### config.mk
export PLATFORM = sky130hd
export DESIGN_NAME = kdm_menu_ctrl
export DESIGN_NICKNAME = d
export VERILOG_FILES = /design/src/kdm_pkg.sv /design/src/kdm_menu_ctrl.sv /design/src/kdm_bcd.sv
export SDC_FILE = /design/constraint.sdc
export NUM_CORES = 1
export LEC_CHECK = 0
export BUFFER_PORTS_ARGS = -buffer_cell sky130_fd_sc_hd__buf_4
export CAP_MARGIN = 30
export CORE_ASPECT_RATIO = 0.5
export CORE_MARGIN = 8
export CORE_UTILIZATION = 55
export DETAILED_ROUTE_END_ITERATION = 8
export PLACE_DENSITY_LB_ADDON = 0.15
export SYNTH_ARGS = -nofsm -noshare
export SYNTH_HDL_FRONTEND = slang
export SYNTH_SLANG_ARGS = --single-unit
### constraint.sdc
create_clock -name mclk -period 17.4 [get_ports mclk]
set_input_delay 0.87 -clock mclk [delete_from_list [all_inputs] [get_ports mclk]]
set_output_delay 0.87 -clock mclk [all_outputs]
set_load 0.02 [all_outputs]
### src/kdm_pkg.sv
// constants shared by the keypad display menu controller
package kdm_pkg;

  // ------------------------------------------------------------
  // clock and timing
  // ------------------------------------------------------------
  localparam int unsigned CLK_MHZ         = 40;
  localparam int unsigned TICK_US         = 1000;
  localparam int unsigned TICK_CYCLES_DEF = TICK_US * CLK_MHZ;
  localparam int unsigned TIMEOUT_S       = 60;
  localparam int unsigned TIMEOUT_MS      = TIMEOUT_S * 1000;
  localparam int unsigned REPEAT_PER_S    = 2;
  localparam int unsigned REPEAT_MS       = 1000 / REPEAT_PER_S;
  localparam int unsigned SAVE_SHOW_MS    = 1000;

  // ------------------------------------------------------------
  // menu layout
  // ------------------------------------------------------------
  localparam logic [3:0] TOP_FLAME  = 4'h0;
  localparam logic [3:0] TOP_CYCLES = 4'h1;
  localparam logic [3:0] TOP_HOURS  = 4'h2;
  localparam logic [3:0] TOP_FAULT1 = 4'h3;
  localparam logic [3:0] TOP_LAST   = 4'h8;
  localparam logic [2:0] SUB_CYCLE  = 3'h0;
  localparam logic [2:0] SUB_HOURS  = 3'h1;
  localparam logic [2:0] SUB_CODE   = 3'h2;
  localparam logic [2:0] SUB_LAST   = 3'h5;

  localparam int unsigned VAL_W   = 17;
  localparam int unsigned DIGITS  = 5;

  typedef enum logic [1:0] {
    ST_RESTORE,
    ST_BROWSE,
    ST_PREEMPT,
    ST_SAVING
  } kdm_state_t;

endpackage : kdm_pkg

### src/kdm_menu_ctrl.sv
// keypad and second display line menu controller
`timescale 1ns/1ps
`default_nettype none

module kdm_menu_ctrl #(
  parameter int unsigned TICK_CYCLES = kdm_pkg::TICK_CYCLES_DEF
) (
  // clock and reset
  input  wire logic                           mclk,
  input  wire logic                           reset_n,
  // pushbutton pins, high while pressed
  input  wire logic                           keyDownPin,
  input  wire logic                           keyUpPin,
  input  wire logic                           keyModePin,
  input  wire logic                           keyLevelPin,
  // message state from the sequencer
  input  wire logic                           preemptPresent,
  input  wire logic                           lockoutPresent,
  // quantities to show
  input  wire logic [7:0]                     flameTenths,
  input  wire logic [kdm_pkg::VAL_W-1:0]      totalCycles,
  input  wire logic [kdm_pkg::VAL_W-1:0]      totalHours,
  input  wire logic [kdm_pkg::VAL_W-1:0]      faultCycle,
  input  wire logic [kdm_pkg::VAL_W-1:0]      faultHours,
  input  wire logic [7:0]                     faultCode,
  // selection held in nonvolatile memory
  input  wire logic [3:0]                     restoredTop,
  input  wire logic [2:0]                     restoredSub,
  input  wire logic                           restoredLevel,
  // display selection
  output logic      [3:0]                     topItem,
  output logic      [2:0]                     subItem,
  output logic                                subLevel,
  output logic      [2:0]                     faultRecSel,
  output logic                                showPreempt,
  output logic                                showSaving,
  output logic      [4*kdm_pkg::DIGITS-1:0]   valueDigits,
  // save to nonvolatile memory
  output logic                                saveWrite,
  output logic      [3:0]                     savedTop,
  output logic      [2:0]                     savedSub,
  output logic                                savedLevel
);

  // ------------------------------------------------------------
  // key synchronisers and edge detect
  // ------------------------------------------------------------
  logic [3:0] keyPin;
  logic [3:0] keyMeta_r;
  logic [3:0] keySync_r;
  logic [3:0] keyLast_r;
  logic [3:0] keyRise;

  assign keyPin = {keyLevelPin, keyModePin, keyUpPin, keyDownPin};

  genvar k;
  generate
    for (k = 0; k < 4; k++) begin : g_key
      always_ff @(posedge mclk or negedge reset_n) begin
        if (!reset_n) begin
          keyMeta_r[k] <= 1'b0;
          keySync_r[k] <= 1'b0;
          keyLast_r[k] <= 1'b0;
        end else begin
          keyMeta_r[k] <= keyPin[k];
          keySync_r[k] <= keyMeta_r[k];
          keyLast_r[k] <= keySync_r[k];
        end
      end
      assign keyRise[k] = keySync_r[k] & ~keyLast_r[k];
    end
  endgenerate

  // ------------------------------------------------------------
  // millisecond tick
  // ------------------------------------------------------------
  logic [31:0] tickCnt_r;
  logic [31:0] tickCnt_nxt;
  logic        msTick;

  always_comb begin
    msTick      = (tickCnt_r == TICK_CYCLES - 1);
    tickCnt_nxt = msTick ? 32'h0 : tickCnt_r + 32'h1;
  end

  always_ff @(posedge mclk or negedge reset_n) begin
    if (!reset_n) tickCnt_r <= 32'h0;
    else          tickCnt_r <= tickCnt_nxt;
  end

  // ------------------------------------------------------------
  // menu state
  // ------------------------------------------------------------
  kdm_pkg::kdm_state_t state_r, state_nxt;
  logic [3:0]  top_r, top_nxt;
  logic [2:0]  sub_r, sub_nxt;
  logic        lvl_r, lvl_nxt;
  logic [15:0] idleMs_r, idleMs_nxt;
  logic [15:0] repMs_r, repMs_nxt;
  logic [15:0] saveMs_r, saveMs_nxt;
  logic        saveWr_r, saveWr_nxt;
  logic [3:0]  savTop_r, savTop_nxt;
  logic [2:0]  savSub_r, savSub_nxt;
  logic        savLvl_r, savLvl_nxt;
  logic        showPre_r, showPre_nxt, showSav_r, showSav_nxt;
  logic        scrollHeld, scrollPress, step, goUp, msgPresent, isFault, chord;

  always_comb begin
    state_nxt   = state_r;
    top_nxt     = top_r;
    sub_nxt     = sub_r;
    lvl_nxt     = lvl_r;
    idleMs_nxt  = idleMs_r;
    repMs_nxt   = repMs_r;
    saveMs_nxt  = saveMs_r;
    saveWr_nxt  = 1'b0;
    savTop_nxt  = savTop_r;
    savSub_nxt  = savSub_r;
    savLvl_nxt  = savLvl_r;
    scrollHeld  = keySync_r[0] | keySync_r[1];
    scrollPress = keyRise[0] | keyRise[1];
    goUp        = keySync_r[1];
    msgPresent  = preemptPresent | lockoutPresent;
    isFault     = (top_r >= kdm_pkg::TOP_FAULT1);
    chord       = keySync_r[2] & keyRise[3];
    // auto repeat: one step on press, then one per half second while held
    if (!scrollHeld || scrollPress) begin
      repMs_nxt = 16'h0;
    end else if (msTick) begin
      repMs_nxt = (repMs_r == 16'(kdm_pkg::REPEAT_MS - 1)) ? 16'h0 : repMs_r + 16'h1;
    end
    step = scrollPress
         | (scrollHeld & msTick & (repMs_r == 16'(kdm_pkg::REPEAT_MS - 1)));
    // idle timer restarts on any key press
    if (|keyRise) begin
      idleMs_nxt = 16'h0;
    end else if (msTick && idleMs_r != 16'(kdm_pkg::TIMEOUT_MS - 1)) begin
      idleMs_nxt = idleMs_r + 16'h1;
    end
    unique case (state_r)
      kdm_pkg::ST_RESTORE: begin
        top_nxt   = (restoredTop > kdm_pkg::TOP_LAST) ? kdm_pkg::TOP_FLAME : restoredTop;
        sub_nxt   = (restoredSub > kdm_pkg::SUB_LAST) ? kdm_pkg::SUB_CYCLE : restoredSub;
        lvl_nxt   = restoredLevel & (restoredTop >= kdm_pkg::TOP_FAULT1)
                  & (restoredTop <= kdm_pkg::TOP_LAST);
        state_nxt = kdm_pkg::ST_BROWSE;
      end
      kdm_pkg::ST_BROWSE: begin
        if (chord) begin
          savTop_nxt = top_r;
          savSub_nxt = sub_r;
          savLvl_nxt = lvl_r;
          saveWr_nxt = 1'b1;
          saveMs_nxt = 16'h0;
          state_nxt  = kdm_pkg::ST_SAVING;
        end else if (keyRise[2] && msgPresent) begin
          state_nxt = kdm_pkg::ST_PREEMPT;
        end else if (msTick && msgPresent
                     && idleMs_r == 16'(kdm_pkg::TIMEOUT_MS - 1)) begin
          state_nxt = kdm_pkg::ST_PREEMPT;
        end else if (keyRise[3] && isFault) begin
          lvl_nxt = ~lvl_r;
          sub_nxt = kdm_pkg::SUB_CYCLE;
        end else if (step && lvl_r) begin
          if (goUp) sub_nxt = (sub_r == 3'h0) ? kdm_pkg::SUB_LAST : sub_r - 3'h1;
          else      sub_nxt = (sub_r == kdm_pkg::SUB_LAST) ? 3'h0 : sub_r + 3'h1;
        end else if (step) begin
          if (goUp) top_nxt = (top_r == 4'h0) ? kdm_pkg::TOP_LAST : top_r - 4'h1;
          else      top_nxt = (top_r == kdm_pkg::TOP_LAST) ? 4'h0 : top_r + 4'h1;
        end
      end
      kdm_pkg::ST_PREEMPT: begin
        if (chord) begin
          savTop_nxt = top_r;
          savSub_nxt = sub_r;
          savLvl_nxt = lvl_r;
          saveWr_nxt = 1'b1;
          saveMs_nxt = 16'h0;
          state_nxt  = kdm_pkg::ST_SAVING;
        end else if (!msgPresent || scrollPress) begin
          state_nxt = kdm_pkg::ST_BROWSE;
        end
      end
      kdm_pkg::ST_SAVING: begin
        if (msTick) begin
          if (saveMs_r == 16'(kdm_pkg::SAVE_SHOW_MS - 1)) state_nxt = kdm_pkg::ST_BROWSE;
          else                                             saveMs_nxt = saveMs_r + 16'h1;
        end
      end
    endcase
    showPre_nxt = (state_nxt == kdm_pkg::ST_PREEMPT);
    showSav_nxt = (state_nxt == kdm_pkg::ST_SAVING);
  end

  always_ff @(posedge mclk or negedge reset_n) begin
    if (!reset_n) begin
      state_r  <= kdm_pkg::ST_RESTORE;
      top_r    <= kdm_pkg::TOP_FLAME;
      sub_r    <= kdm_pkg::SUB_CYCLE;
      lvl_r    <= 1'b0;
      idleMs_r <= 16'h0;
      repMs_r  <= 16'h0;
      saveMs_r <= 16'h0;
      saveWr_r <= 1'b0;
      savTop_r <= kdm_pkg::TOP_FLAME;
      savSub_r <= kdm_pkg::SUB_CYCLE;
      savLvl_r <= 1'b0;
      showPre_r <= 1'b0;
      showSav_r <= 1'b0;
    end else begin
      state_r  <= state_nxt;
      top_r    <= top_nxt;
      sub_r    <= sub_nxt;
      lvl_r    <= lvl_nxt;
      idleMs_r <= idleMs_nxt;
      repMs_r  <= repMs_nxt;
      saveMs_r <= saveMs_nxt;
      saveWr_r <= saveWr_nxt;
      savTop_r <= savTop_nxt;
      savSub_r <= savSub_nxt;
      savLvl_r <= savLvl_nxt;
      showPre_r <= showPre_nxt;
      showSav_r <= showSav_nxt;
    end
  end

  // ------------------------------------------------------------
  // value and decimal digits
  // ------------------------------------------------------------
  logic [kdm_pkg::VAL_W-1:0]    value;
  logic [4*kdm_pkg::DIGITS-1:0] digits;
  logic [4*kdm_pkg::DIGITS-1:0] digits_r;
  logic [2:0]                   recSel_r;

  always_comb begin
    value = '0;
    if (top_r == kdm_pkg::TOP_FLAME)       value = {9'h0, flameTenths};
    else if (top_r == kdm_pkg::TOP_CYCLES) value = totalCycles;
    else if (top_r == kdm_pkg::TOP_HOURS)  value = totalHours;
    else if (lvl_r && sub_r == kdm_pkg::SUB_CYCLE) value = faultCycle;
    else if (lvl_r && sub_r == kdm_pkg::SUB_HOURS) value = faultHours;
    else if (lvl_r && sub_r == kdm_pkg::SUB_CODE)  value = {9'h0, faultCode};
  end

  kdm_bcd u_bcd (
    .bin (value),
    .bcd (digits)
  );

  always_ff @(posedge mclk or negedge reset_n) begin
    if (!reset_n) begin
      digits_r <= '0;
      recSel_r <= 3'h0;
    end else begin
      digits_r <= digits;
      recSel_r <= isFault ? 3'(top_r - kdm_pkg::TOP_FAULT1) : 3'h0;
    end
  end

  // ------------------------------------------------------------
  // outputs
  // ------------------------------------------------------------
  assign topItem     = top_r;
  assign subItem     = sub_r;
  assign subLevel    = lvl_r;
  assign faultRecSel = recSel_r;
  assign showPreempt = showPre_r;
  assign showSaving  = showSav_r;
  assign valueDigits = digits_r;
  assign saveWrite   = saveWr_r;
  assign savedTop    = savTop_r;
  assign savedSub    = savSub_r;
  assign savedLevel  = savLvl_r;

endmodule : kdm_menu_ctrl

`default_nettype wire

### src/kdm_bcd.sv
// binary to packed decimal digit converter
`timescale 1ns/1ps
`default_nettype none

module kdm_bcd (
  // binary value in
  input  wire logic [kdm_pkg::VAL_W-1:0]    bin,
  // decimal digits out, least significant in the low nibble
  output logic      [4*kdm_pkg::DIGITS-1:0] bcd
);

  localparam int unsigned SH_W = kdm_pkg::VAL_W + 4 * kdm_pkg::DIGITS;

  logic [SH_W-1:0] sh;

  // shift and add three
  always_comb begin
    sh = '0;
    sh[kdm_pkg::VAL_W-1:0] = bin;
    for (int i = 0; i < kdm_pkg::VAL_W; i++) begin
      for (int d = 0; d < kdm_pkg::DIGITS; d++) begin
        if (sh[kdm_pkg::VAL_W + 4*d +: 4] >= 4'h5) begin
          sh[kdm_pkg::VAL_W + 4*d +: 4] = sh[kdm_pkg::VAL_W + 4*d +: 4] + 4'h3;
        end
      end
      sh = sh << 1;
    end
    bcd = sh[SH_W-1:kdm_pkg::VAL_W];
  end

endmodule : kdm_bcd

`default_nettype wire

==> flow_summary.toml <==
[place]
pre_cts_slack_ps = 1120
placed_area_mm2 = 0.0136
dp_cells = 1839
dp_hpwl_um = 23200
place_congestion = 0.903
numPortBuffers = 141

[global_routing]
grt_start_max_net_pins = 73
grtUsageTotal = 0.217
grt_pass1_wl_um = 50600
grt.overflow.total = 0
antenna_found_initial = 1
grt_pass1_vias = 10700

[run]
maxCapViolCount = 0

[setup_path]
cp_slowest_stage_delay_ps = 720
crit_path_end_kind = "flop"
critPathArrivalTime_ps = 16230
worstPathRequired_ps = 17740
path_class = "reg2reg"
cp_common_cell = "ha_1"
crit_path_start = "subItem[0]"
path_max_fanout = 15
slowest_stage = "dfrtp_1"
reg2reg_from = "subItem[0]"
critPathLaunchType = "flop"

[synthesis]
synth_cell_type_count = 127
synth_cells = 1431
ys_seq_area_frac = 0.278
yosys_warnings = 0
ys_ff_latch = 136
synth_edf_count = 0
async_flop_share = 1.00
synth_nets = 1593
syn-cell-area_mm2 = 0.0123
avgSynthCellArea_um2 = 8.57
synth_top_flop_cell = "dfrtp_1"

[worst_hold_path]
min_path_type = "reg2reg"
min_from = "keyMeta_r[3]"

[layout]
final_cells = 1874
multi_input_area_mm2 = 0.00841
fin_area_mm2 = 0.0142
layout_commonest_cell = "nor2_1"
nFillCells = 1859
regArea_mm2 = 0.00340
postLayoutCoreUtil = 0.654
nets = 1722
areaGrowthSynthToFinish_pct = 16.2
final_cell_mix = "nor2_1, buf_4, dfrtp_1"
drive_gt1_frac = 0.187

[route]
drc = 0
drt_wl_total_um = 30300
ant_nets = 0
dr_total_vias = 11200
drt-pass1-iter-count = 7
drt_iter0_drc = 885
vias_per_cell = 5.97
wl_per_cell_um = 16.2

[floorplanning]
start_util = 0.563
die_h_um = 122
fp.dieW_um = 227
die_area_mm2 = 0.0276
io_pins = 142
core.rowCount = 38
core_area_mm2 = 0.0218

[timing]
max_freq_mhz = 62.9
final.period_utilization = 0.913
period_minus_slack_ps = 15890
worstMarginPinSlew_ps = 940
maxSlewViolCount = 0
hold_viol_final = 0
skew_ps = 11.3
setup_viol = 0
relSlewSlack = 0.365
worst_slack_ps = 1510

[clocking]
cts_made_buffers = 17
clk_latency_ps = 440
cts.sinks = 136
cts_tree = "yes"
clk_path_buf_depth = 2
hold_buffers = 0
root_buffer = "clkbuf_16"
ctsHtreeMaxLevel = 4
clkTransAtPathRegs_ps = 60

[status]
status = "completed"
-- per-stage QoR --
stage | hold WS [ps] | setup TNS, ps
after floorplan | 331 | 0
after global placement | 335 | 0
after detailed placement | 337 | 0
after CTS | 351 | 0
after global routing | 359 | -35.9
final | 350 | 0
-- synthesized netlist by cell type, drive strengths merged (22+ instances only) --
library cell | number | area [µm²]
nand4 | 22 | 138
mux2i | 37 | 403
nand2 | 118 | 448
nor2 | 149 | 559
dfrtp | 136 | 3400
nor2b | 25 | 156
and3 | 24 | 155
inv | 80 | 303
clkbuf | 26 | 97.6
xnor2 | 53 | 502
nand3 | 51 | 255
o21ai | 86 | 434
ha | 62 | 776
mux2 | 26 | 297
a21oi | 79 | 433
nor3 | 37 | 201
xor2 | 43 | 384
-- kinds of logic after synthesis --
logic type	count (synthesis)	share of synthesized area
AO/OA/AOI/OAI	404	0.255
AND/OR/NAND/NOR	549	0.230
buffers and inverters	118	0.0387
XOR/XNOR	99	0.0778
multiplexers	63	0.0571
flip-flops	136	0.278
adder cells (fa/ha/maj)	62	0.0633
-- what timing repair did --
item	4_1_cts	5_1_grt
endpoints found under the setup margin	0	12
buffers inserted	0	1
resized for setup	0	9
-- registers in the layout, summed over array words and instances (netlist names) --
signal / cells
savedTop: 4
keyLast_r: 4
saveWrite: 1
showPreempt: 1
saveMs_r: 16
goUp: 1
keySync_r: 3
tickCnt_r: 32
savedLevel: 1
keyMeta_r: 4
repMs_r: 16
subItem: 3
showSaving: 1
faultRecSel: 3
state_r: 2
valueDigits: 20
savedSub: 3
idleMs_r: 16
topItem: 4
subLevel: 1
-- final cells by class --
class	count	area share
clock buffer	17	0.0299
sequential	136	0.239
timing repair buffer	147	0.0792
inverter	81	0.0215
multi-input combinational	1177	0.591
antenna	1	0.000176
tap	300	0.0264
clock inverter	15	0.0129
-- final timing paths --
check / end / slack [ps] / cells after the start
min in group asynchronous: keySync_r[2] / 420 / 1
hold / removal: keySync_r[3] / 350 / 0
setup / recovery: valueDigits[1] / 1510 / 68
max in group asynchronous: repMs_r[5] / 15970 / 3
hold reg to reg: keySync_r[3] / 350 / 0
setup reg to reg: valueDigits[1] / 1510 / 68
-- critical path, delay by kind of cell (launching register included) --
kind / cells / cell delay, ps
XOR/XNOR: 7 / 2010
adder cells (fa/ha/maj): 14 / 3450
AO/OA/AOI/OAI: 22 / 5200
buffers and inverters: 8 / 790
flip-flops: 1 / 720
AND/OR/NAND/NOR: 15 / 2920
multiplexers: 2 / 670
-- per-layer routing --
layer	wire, µm	GRT usage
met3	995	0.0369
met1	13500	0.272
met5	0	0
met4	607	0.0622
met2	15200	0.383
Power is not shown: default switching activity piles up to over one toggle a cycle in this logic, so the estimate is an artifact.
